`src/rtl/aets_pkg.sv`:
```
// Constants, field layout and types of the external trigger sequencer
package aets_pkg;

  // ==========================================================
  // Register offsets (byte addresses on the bus)
  localparam logic [31:0] AETS_MODE_A_OFS  = 32'h0000_0000;
  localparam logic [31:0] AETS_MODE_B_OFS  = 32'h0000_0004;
  localparam logic [31:0] AETS_PORT_FN_OFS = 32'h0000_0008;
  localparam logic [31:0] AETS_STATUS_OFS  = 32'h0000_000C;
  localparam logic [31:0] AETS_RES_BASE    = 32'h0000_0020;
  localparam int          AETS_RES_LSB     = 5;

  // ==========================================================
  // Field positions
  localparam int AETS_A_CH_LSB   = 0;  // Channel / last scan channel
  localparam int AETS_A_SCAN     = 3;  // 1 = scan, 0 = select
  localparam int AETS_A_FOURBUF  = 4;  // Select mode: four buffers
  localparam int AETS_A_EN       = 7;  // Converter enable
  localparam int AETS_B_FOURTRIG = 0;  // Four triggers vs one
  localparam int AETS_ST_ACTIVE  = 0;
  localparam int AETS_ST_HIGH    = 1;
  localparam int AETS_ST_CNT_LSB = 4;
  localparam int AETS_ST_CH_LSB  = 8;

  // ==========================================================
  // Widths, reset values and counts
  localparam int AETS_NTRIG = 4;
  localparam int AETS_NCH   = 8;
  localparam int AETS_RES_W = 10;
  localparam logic [7:0] AETS_MODE_A_RST  = 8'h00;
  localparam logic       AETS_MODE_B_RST  = 1'b0;
  localparam logic [3:0] AETS_PORT_FN_RST = 4'h0;
  localparam logic [2:0] AETS_CNT_FULL    = 3'h4;  // Four-trigger set
  localparam logic [2:0] AETS_LOW_LAST    = 3'h3;  // Top of low group
  localparam logic [2:0] AETS_HIGH_FIRST  = 3'h4;
  localparam logic [2:0] AETS_CH_ONE      = 3'h1;
  localparam logic [2:0] AETS_BUF_LAST    = 3'h3;

  // ==========================================================
  // Sequencer phase
  typedef enum logic [1:0] {
    AETS_IDLE,
    AETS_LOW,
    AETS_HIGH
  } aets_phase_t;

endpackage

```
`src/rtl/aets_edge_sync.sv`:
```
// One trigger pin: two-stage synchroniser and rising-edge pulse
`timescale 1ns/1ps
`default_nettype none
module aets_edge_sync (
  input  wire logic hclk,
  input  wire logic hresetn,
  input  wire logic ce,
  input  wire logic enable,
  input  wire logic pin,
  output logic      pulse
);

  logic meta;
  logic sync;
  logic last;

  // ==========================================================
  // Synchroniser; only the second stage feeds the detector
  always_ff @(posedge hclk or negedge hresetn) begin
    if (!hresetn) begin
      meta  <= 1'b0;
      sync  <= 1'b0;
      last  <= 1'b0;
      pulse <= 1'b0;
    end else if (ce) begin
      meta  <= pin;
      sync  <= meta;
      last  <= sync;
      pulse <= enable & sync & ~last;
    end
  end

  pulse_single_a: assert property (
    @(posedge hclk) disable iff (!hresetn)
    pulse && ce |=> !pulse)
    else $error("trigger pulse lasted more than one cycle");

endmodule
`default_nettype wire

```
`src/rtl/aets_seq.sv`:
```
// External trigger A/D sequencer with AHB-Lite register slave
// ==========================================================
// Behaviour
// - External triggers convert channels 0-3; 4-7 only by scan continuation.
// - Select mode converts the one channel 0-3 given in mode register a.
// - One buffer, one trigger: pin 0 event converts once, done pulse.
// - New trigger aborts the running conversion and starts its own.
// - One buffer, four triggers: each conversion done pulse; set of four.
// - Four-trigger modes take pins in any order, repeating on each event.
// - Simultaneous triggers: lowest converted, others dropped and not counted.
// - Four buffers, one trigger: four back-to-back conversions into 0-3.
// - Four buffers, four triggers: pin k fills result k; done after four.
// - Scan ascends from channel 0 to last channel; ends early if low.
// - Full scan continues channels 4-7 internally after 0-3.
// - Scan channel n lands in result n; done after the last one.
// - Scan one trigger: pin 0 runs channels 0-3; next event restarts.
// - Trigger during high channels aborts and restarts at the low group.
// - Scan four triggers: pin k converts channel k.
// - Scan four triggers: a trigger after completion restarts the sequence.
// - Mode register b picks four-trigger or pin-0-only operation.
`timescale 1ns/1ps
`default_nettype none
module aets_seq
  import aets_pkg::*;
(
  input  wire logic                  hclk,
  input  wire logic                  hresetn,
  input  wire logic                  ce,
  input  wire logic                  hsel,
  input  wire logic [31:0]           haddr,
  input  wire logic [1:0]            htrans,
  input  wire logic                  hwrite,
  input  wire logic [2:0]            hsize,
  input  wire logic [31:0]           hwdata,
  input  wire logic                  hready,
  output logic      [31:0]           hrdata,
  output logic                       hreadyout,
  output logic                       hresp,
  input  wire logic                  ext_trigger_in_0,
  input  wire logic                  ext_trigger_in_1,
  input  wire logic                  ext_trigger_in_2,
  input  wire logic                  ext_trigger_in_3,
  input  wire logic                  conv_ready,
  input  wire logic [AETS_RES_W-1:0] conv_data,
  output logic                       conv_start,
  output logic      [2:0]            conv_channel,
  output logic                       conversion_done_irq,
  output logic                       conv_active
);

  // ==========================================================
  // Declarations
  logic [7:0]            conv_mode_reg_a;
  logic                  conv_mode_reg_b;
  logic [3:0]            port_func_select;
  logic [AETS_RES_W-1:0] conv_result_n [AETS_NCH];
  aets_phase_t           phase;
  aets_phase_t           next_phase;
  logic [2:0]            dest;
  logic [2:0]            cnt;
  logic                  next_start;
  logic [2:0]            next_ch;
  logic [2:0]            next_dest;
  logic [2:0]            next_cnt;
  logic                  next_irq;
  logic                  wr_pend;
  logic [31:0]           wr_addr;
  wire  [3:0]            trig_pin;
  wire  [3:0]            trig_pulse;

  // ==========================================================
  // Mode fields
  wire       mode_en   = conv_mode_reg_a[AETS_A_EN];
  wire       scan      = conv_mode_reg_a[AETS_A_SCAN];
  wire       four_buf  = conv_mode_reg_a[AETS_A_FOURBUF];
  wire       four_trig = conv_mode_reg_b;
  wire [2:0] last_ch   = conv_mode_reg_a[AETS_A_CH_LSB +: 3];
  wire [2:0] sel_ch    = {1'b0, last_ch[1:0]};

  // ==========================================================
  // Trigger pins: one synchroniser each, gated by pin function
  assign trig_pin = {ext_trigger_in_3, ext_trigger_in_2,
                     ext_trigger_in_1, ext_trigger_in_0};

  genvar gi;
  generate
    for (gi = 0; gi < AETS_NTRIG; gi++) begin : g_pin
      aets_edge_sync u_sync (
        .hclk    (hclk),
        .hresetn (hresetn),
        .ce      (ce),
        .enable  (port_func_select[gi]),
        .pin     (trig_pin[gi]),
        .pulse   (trig_pulse[gi])
      );
    end
  endgenerate

  // ==========================================================
  // Trigger qualification and priority
  // Pin 0 only unless four-trigger; lowest pin wins a tie
  wire [3:0] trig_ok  = trig_pulse & (four_trig ? 4'hF : 4'h1)
                        & {4{mode_en}};
  wire       trig_any = |trig_ok;
  wire [1:0] trig_k   = trig_ok[0] ? 2'h0 :
                        trig_ok[1] ? 2'h1 :
                        trig_ok[2] ? 2'h2 : 2'h3;
  wire [2:0] first_ch = !scan ? sel_ch :
                        (four_trig ? {1'b0, trig_k} : 3'h0);
  wire [2:0] first_dest = scan ? first_ch :
                          (!four_buf ? sel_ch :
                           (four_trig ? {1'b0, trig_k} : 3'h0));
  wire [2:0] cnt_inc  = cnt + AETS_CH_ONE;
  wire [2:0] ch_inc   = conv_channel + AETS_CH_ONE;
  wire [2:0] dest_inc = dest + AETS_CH_ONE;
  wire       go_high  = last_ch > AETS_LOW_LAST;
  wire [2:0] low_last = go_high ? AETS_LOW_LAST : last_ch;
  wire [2:0] low_cnt  = low_last + AETS_CH_ONE;
  wire       low_done = four_trig ? (cnt_inc == low_cnt)
                                  : (conv_channel == low_last);
  wire       running  = phase != AETS_IDLE;
  wire       res_we   = conv_ready && running;

  // ==========================================================
  // Sequencer next state; a fresh trigger overrides everything
  always_comb begin
    logic finish;
    finish     = 1'b0;
    next_phase = phase;
    next_start = 1'b0;
    next_ch    = conv_channel;
    next_dest  = dest;
    next_cnt   = cnt;
    next_irq   = 1'b0;
    if (!mode_en) begin
      next_phase = AETS_IDLE;
      next_cnt   = '0;
    end else if (trig_any) begin
      next_start = 1'b1;
      next_phase = AETS_LOW;
      next_ch    = first_ch;
      next_dest  = first_dest;
      if (!four_trig || phase == AETS_HIGH) begin
        next_cnt = '0;
      end
    end else if (conv_ready) begin
      case (phase)
        AETS_LOW: begin
          if (!scan && !four_buf && !four_trig) begin
            finish = 1'b1;
          end else if (!scan && !four_buf) begin
            next_irq   = 1'b1;
            next_phase = AETS_IDLE;
            next_cnt   = (cnt_inc == AETS_CNT_FULL) ? '0 : cnt_inc;
          end else if (!scan && four_trig) begin
            next_cnt = cnt_inc;
            finish   = cnt_inc == AETS_CNT_FULL;
          end else if (!scan) begin
            if (dest == AETS_BUF_LAST) begin
              finish = 1'b1;
            end else begin
              next_start = 1'b1;
              next_dest  = dest_inc;
            end
          end else if (low_done && go_high) begin
            next_start = 1'b1;
            next_phase = AETS_HIGH;
            next_ch    = AETS_HIGH_FIRST;
            next_dest  = AETS_HIGH_FIRST;
            next_cnt   = '0;
          end else if (low_done) begin
            finish = 1'b1;
          end else if (four_trig) begin
            next_cnt = cnt_inc;
          end else begin
            next_start = 1'b1;
            next_ch    = ch_inc;
            next_dest  = ch_inc;
          end
        end
        AETS_HIGH: begin
          if (conv_channel == last_ch) begin
            finish = 1'b1;
          end else begin
            next_start = 1'b1;
            next_ch    = ch_inc;
            next_dest  = ch_inc;
          end
        end
        default: begin
          next_phase = AETS_IDLE;
        end
      endcase
    end
    if (finish) begin
      next_irq   = 1'b1;
      next_phase = AETS_IDLE;
      next_cnt   = '0;
    end
  end

  // ==========================================================
  // Sequencer registers
  always_ff @(posedge hclk or negedge hresetn) begin
    if (!hresetn) begin
      phase               <= AETS_IDLE;
      conv_start          <= 1'b0;
      conv_channel        <= '0;
      dest                <= '0;
      cnt                 <= '0;
      conversion_done_irq <= 1'b0;
    end else if (ce) begin
      phase               <= next_phase;
      conv_start          <= next_start;
      conv_channel        <= next_ch;
      dest                <= next_dest;
      cnt                 <= next_cnt;
      conversion_done_irq <= next_irq;
    end
  end

  assign conv_active = running;

  // ==========================================================
  // Result store; an aborted conversion never reports ready,
  // so the register keeps its previous contents (zero after reset)
  always_ff @(posedge hclk or negedge hresetn) begin
    if (!hresetn) begin
      for (int i = 0; i < AETS_NCH; i++) begin
        conv_result_n[i] <= '0;
      end
    end else if (ce && res_we) begin
      conv_result_n[dest] <= conv_data;
    end
  end

  // ==========================================================
  // Bus decode; zero wait states while ce is high, always OKAY
  wire addr_ok = hsel && htrans[1] && hready && ce;
  wire rd_req  = addr_ok && !hwrite;
  wire wr_req  = addr_ok && hwrite;
  wire [31:0] st_word = {21'h0, conv_channel, 1'b0, cnt, 2'h0,
                         phase == AETS_HIGH, running};
  wire is_res = haddr[31:AETS_RES_LSB] == AETS_RES_BASE[31:AETS_RES_LSB];
  wire [31:0] rd_word =
    is_res ? {22'h0, conv_result_n[haddr[AETS_RES_LSB-1:2]]} :
    (haddr == AETS_MODE_A_OFS)  ? {24'h0, conv_mode_reg_a} :
    (haddr == AETS_MODE_B_OFS)  ? {31'h0, conv_mode_reg_b} :
    (haddr == AETS_PORT_FN_OFS) ? {28'h0, port_func_select} :
    (haddr == AETS_STATUS_OFS)  ? st_word : 32'h0;

  assign hreadyout = ce;
  assign hresp     = 1'b0;

  // Read data captured in the address phase, write done in data phase
  always_ff @(posedge hclk or negedge hresetn) begin
    if (!hresetn) begin
      hrdata  <= '0;
      wr_pend <= 1'b0;
      wr_addr <= '0;
    end else if (ce) begin
      hrdata  <= rd_req ? rd_word : 32'h0;
      wr_pend <= wr_req;
      wr_addr <= haddr;
    end
  end

  // ==========================================================
  // Software registers; pin function bits should only change
  // while the converter is disabled, else a pin edge may fire
  always_ff @(posedge hclk or negedge hresetn) begin
    if (!hresetn) begin
      conv_mode_reg_a  <= AETS_MODE_A_RST;
      conv_mode_reg_b  <= AETS_MODE_B_RST;
      port_func_select <= AETS_PORT_FN_RST;
    end else if (ce && wr_pend) begin
      if (wr_addr == AETS_MODE_A_OFS) begin
        conv_mode_reg_a <= hwdata[7:0];
      end
      if (wr_addr == AETS_MODE_B_OFS) begin
        conv_mode_reg_b <= hwdata[AETS_B_FOURTRIG];
      end
      if (wr_addr == AETS_PORT_FN_OFS) begin
        port_func_select <= hwdata[3:0];
      end
    end
  end

  // ==========================================================
  // Checks
  trig_starts_a: assert property (
    @(posedge hclk) disable iff (!hresetn)
    ce && trig_any |=> conv_start && conv_active)
    else $error("accepted trigger did not start a conversion");

  select_chan_a: assert property (
    @(posedge hclk) disable iff (!hresetn)
    ce && trig_any && !scan |=> conv_channel == $past(sel_ch))
    else $error("select mode converted the wrong channel");

  low_group_a: assert property (
    @(posedge hclk) disable iff (!hresetn)
    conv_start && phase != AETS_HIGH |-> !conv_channel[2])
    else $error("external trigger reached a high channel");

  lowest_wins_a: assert property (
    @(posedge hclk) disable iff (!hresetn)
    ce && scan && four_trig && trig_ok[0] && trig_ok[1]
    |=> conv_channel == 3'h0)
    else $error("simultaneous triggers did not pick the lowest");

  done_idle_a: assert property (
    @(posedge hclk) disable iff (!hresetn)
    conversion_done_irq |-> !conv_active || $past(trig_any))
    else $error("done pulse left the active flag set");

  buf_walk_a: assert property (
    @(posedge hclk) disable iff (!hresetn)
    ce && res_we && !trig_any && mode_en && !scan && four_buf
    && !four_trig && dest != AETS_BUF_LAST
    |=> conv_start && dest == $past(dest_inc))
    else $error("four-buffer run skipped a result register");

  high_cont_a: assert property (
    @(posedge hclk) disable iff (!hresetn)
    ce && res_we && !trig_any && mode_en && scan && !four_trig
    && phase == AETS_LOW && conv_channel == AETS_LOW_LAST && go_high
    |=> conv_start && conv_channel == AETS_HIGH_FIRST)
    else $error("scan did not continue into channel four");

  high_abort_a: assert property (
    @(posedge hclk) disable iff (!hresetn)
    ce && trig_any && scan && !four_trig && phase == AETS_HIGH
    |=> phase == AETS_LOW && conv_channel == 3'h0)
    else $error("trigger in high group did not restart scan");

  result_store_a: assert property (
    @(posedge hclk) disable iff (!hresetn)
    ce && res_we |=> conv_result_n[$past(dest)] == $past(conv_data))
    else $error("result landed in the wrong register");

endmodule
`default_nettype wire

```
`config.mk`:
```
export PLATFORM = sky130hd
export DESIGN_NAME = aets_seq
export DESIGN_NICKNAME = d
export VERILOG_FILES = /design/src/rtl/aets_pkg.sv /design/src/rtl/aets_edge_sync.sv /design/src/rtl/aets_seq.sv
export SDC_FILE = /design/constraint.sdc
export NUM_CORES = 1
export LEC_CHECK = 0
export BUFFER_PORTS_ARGS = -buffer_cell sky130_fd_sc_hd__buf_2
export CAP_MARGIN = 20
export CORE_MARGIN = 5
export CORE_UTILIZATION = 40
export CTS_BUF_LIST = sky130_fd_sc_hd__clkbuf_2
export DETAILED_ROUTE_END_ITERATION = 12
export GPL_TIMING_DRIVEN = 0
export PLACE_DENSITY = 0.63
export SLEW_MARGIN = 20
export SYNTH_ARGS = -nofsm -noshare
export SYNTH_HDL_FRONTEND = slang
export SYNTH_SLANG_ARGS = --single-unit
```
`constraint.sdc`:
```
create_clock -name hclk -period 5.45 [get_ports hclk]
set_input_delay 0.2725 -clock hclk [delete_from_list [all_inputs] [get_ports hclk]]
set_output_delay 0.2725 -clock hclk [all_outputs]
set_load 0.02 [all_outputs]
```
==> impl_results.md <==
- Commonest cells post-synth: dfrtp_1, mux2_2, nand2_1
- Crit path kind: flip-flop to flip-flop
- DR WL met3: 974 microns
- Async S/R FF share, synth: 100.0%
- Largest area contributor in the netlist: dfrtp_1
- P per Cell Area: 218.9 nW/um^2
- Synth area leaders: dfrtp_1, mux2_2, mux4_2
- CTS tree: yes
- Final Worst Setup Slack: 2.320 ns
- Status: complete, no violations
- WP buf/inv: 1
- Crit Path Max Fanout: 10
- Library cells used by synthesis: 70
- Total power: 2.179 mW
- Syn. warnings: 0
- Number of flops mapped to enable cells by yosys: 0
- Fin. Hold Viols: 0
- Slowest-stage cell, CP: dfrtp_1
- CTS Root Cell: clkbuf_2
- Max clock buf depth: 2
- Cell family with most CP delay: compound AO/OA/AOI/OAI gates
- Max cap viols: 0
- TritonCTS buffer count: 17
- Largest net degree at the start of global routing: 90
- #FFs+latches synth: 166
- Fill cells: 1834
- Register area share after synthesis: 50.11%
- Post-Layout Cell Count: 1113
- Routed Antenna Nets: 0
- Final worst path period share: 57.43%
- # setup viols final: 0
- CP arrival: 3.77 ns
- Sink Count: 166
- Dpl ws: 2.388 ns
- HP Class: primary input to flip-flop
- Fin Setup TNS: 0 ns
- Via density: 5.164
- Max H-tree Level: 4
- Rel. slew slack: 43.02%
- Later-pin clock latency in the skew report: 0.73 ns
- Slew @ Worst Pin: 0.8469 ns
- Share of cells above drive strength 1: 37.72%
- Max VDD drop: 0.1702 mV
- Area growth syn-to-layout: 20.08%
- Die X: 154.0 microns
- Routed via count: 5748
- Die area: 23700 sq um
- DP Wirelength: 14150 microns
- Initial core utilization: 40.83%
- Io pins: 130
- Max incr delay on CP: 0.48 ns
- First-pass GRT wire length: 32120 microns
- Dpl cells: 1024
- TritonRoute pass-1 iters: 4
- Core Box Area: 20300 sq um
- Min cycle time layout: 3.130 ns
- Placer Congestion: 0.8501
- Worst Clk Skew: 0.05542 ns
- Setup bufs post-CTS: 0
- Nets: 930
- Crit-path cells: clkbuf_1, or2_2, ha_1, xor2_1, a211oi_2, a311oi_1, a21oi_2, o21ai_0, mux2_2
- Total congestion overflow: 0
- Area share of the largest cell type after synthesis: 50.11%
- RSZ-0062 raised after global routing: no
- Vias in the first global route: 5943
- Initial DRC Count: 251
- Wl on met1: 9240 microns
- Top sig layer: met4
- Top-count cell post-synth: dfrtp_1
- Die Ht: 154.0 microns
- Required time of the critical path: 6.09 ns
- PortBufs: 76
- Detailed-route wire length: 20060 microns
- Main synth FF type: dfrtp_1
- Post-Syn Area: 8289 sq um
- Leakage: 4.618 nW
- Clock slew at reported path FFs: 0.26 ns
- Achievable Freq: 0.3195 GHz
- Startpoint Class: flip-flop
- Row count: 52
- Ant. Diodes: 0
- Max-slew violations: 0
- WL met2: 9632 microns
- CP Capture Type: flip-flop
- Syn Area/Cell: 12.66 sq um
- Syn Inst Count: 655
- All-Layer GR Usage: 16.92%
- Routed len/inst: 18.03 microns
- Initial antenna violation count: 0
- Residual DRC: 0
[layout by cell type (no fill, tap or decap), types with 20 or more instances in the layout]
cell / count
mux2_2: 147
conb_1: 22
buf_4: 23
inv_1: 20
nand2_1: 37
dfrtp_1: 166
mux4_2: 20
clkbuf_1: 26
buf_2: 77
dlygate4sd3_1: 57
[layout make-up]
type	instances	area [sq um]	area share (%)
Sequential cell	166	4154	41.73
Buffer	57	310.3	3.118
Tap cell	270	337.8	3.394
Clock inverter	14	140.1	1.408
Inverter	20	75.07	0.7542
Multi-Input combinational cell	433	3846	38.64
Timing Repair Buffer	135	999.7	10.04
Clock buffer	18	90.09	0.9051
[power by group]
group	switching, mW	total, mW	internal (mW)	leakage (nW)
Clock	0.468	0.650	0.182	0.144
Sequential	0.0241	1.30	1.28	2.19
Combinational	0.110	0.225	0.115	2.28
Total	0.602	2.18	1.58	4.62
[final timing paths]
path	startpoint	endpoint	slack, ns	cells after the start
max reg2reg	conv_mode_reg_a[2]	cnt[0]	2.32	9
min	hready	hrdata[8]	0.10	4
min in group asynchronous	hresetn	wr_addr[30]	0.13	2
min reg2reg	g_pin[2].u_sync.last	g_pin[2].u_sync.last	0.53	1
max	conv_mode_reg_a[2]	cnt[0]	2.32	9
max in group asynchronous	hresetn	wr_addr[5]	4.43	3
[flip-flops by register name, indices dropped and copies added, names as in the netlist]
register and count:
conv_channel 3, hrdata 11, dest 3, wr_pend 1, conv_result_n 80, g_pin.u_sync.last 4
wr_addr 32, g_pin.u_sync.pulse 4, g_pin.u_sync.meta 4, port_func_select 4, conv_start 1, phase 2
conv_mode_reg_b 1, cnt 3, conversion_done_irq 1, g_pin.u_sync.sync 4, conv_mode_reg_a 8
[timing repair]
item,CTS,global route
hold endpoints to repair,220,1
hold buffers,56,1
gates resized for setup,0,0
[routing by layer]
metal	global-route usage [%]	vias up
met3	3.288	12
met2	27.83	127
met4	3.827	0
li1	-	2744
met1	23.32	2865
met5	0	-
[logic make-up (layout without fill, tap and decap cells)]
kind of cell    Yosys count  after routing  synth area share (%)
simple gates            130            130                 8.453
flops                   166            166                 50.11
buf+inv                  77            244                 4.649
mux                     173            173                 26.19
other cells               1             22               0.04524
xor+xnor                  6              6                0.6340
compound gates           92             92                 8.408
fa+ha+maj                10             10                 1.509
[through the flow]
step	hold WS (ns)	cell area (sq um)	utilization [%]
floorplan	-0.02309	8368	-
global placement	0.4732	9086	44.76
detailed placement	0.3382	9150	45.08
CTS	0.01253	9941	48.97
global route	0.006537	9953	49.03
finish	0.1021	9953	49.03
[worst register-to-register path: stages, from the launching register on]
cell	delay, ns
dfrtp_1	0.48
clkbuf_1	0.26
or2_2	0.36
ha_1	0.30
xor2_1	0.17
a211oi_2	0.42
a311oi_1	0.19
a21oi_2	0.29
o21ai_0	0.26
mux2_2	0.33
Power figures use the tool's default switching activity.
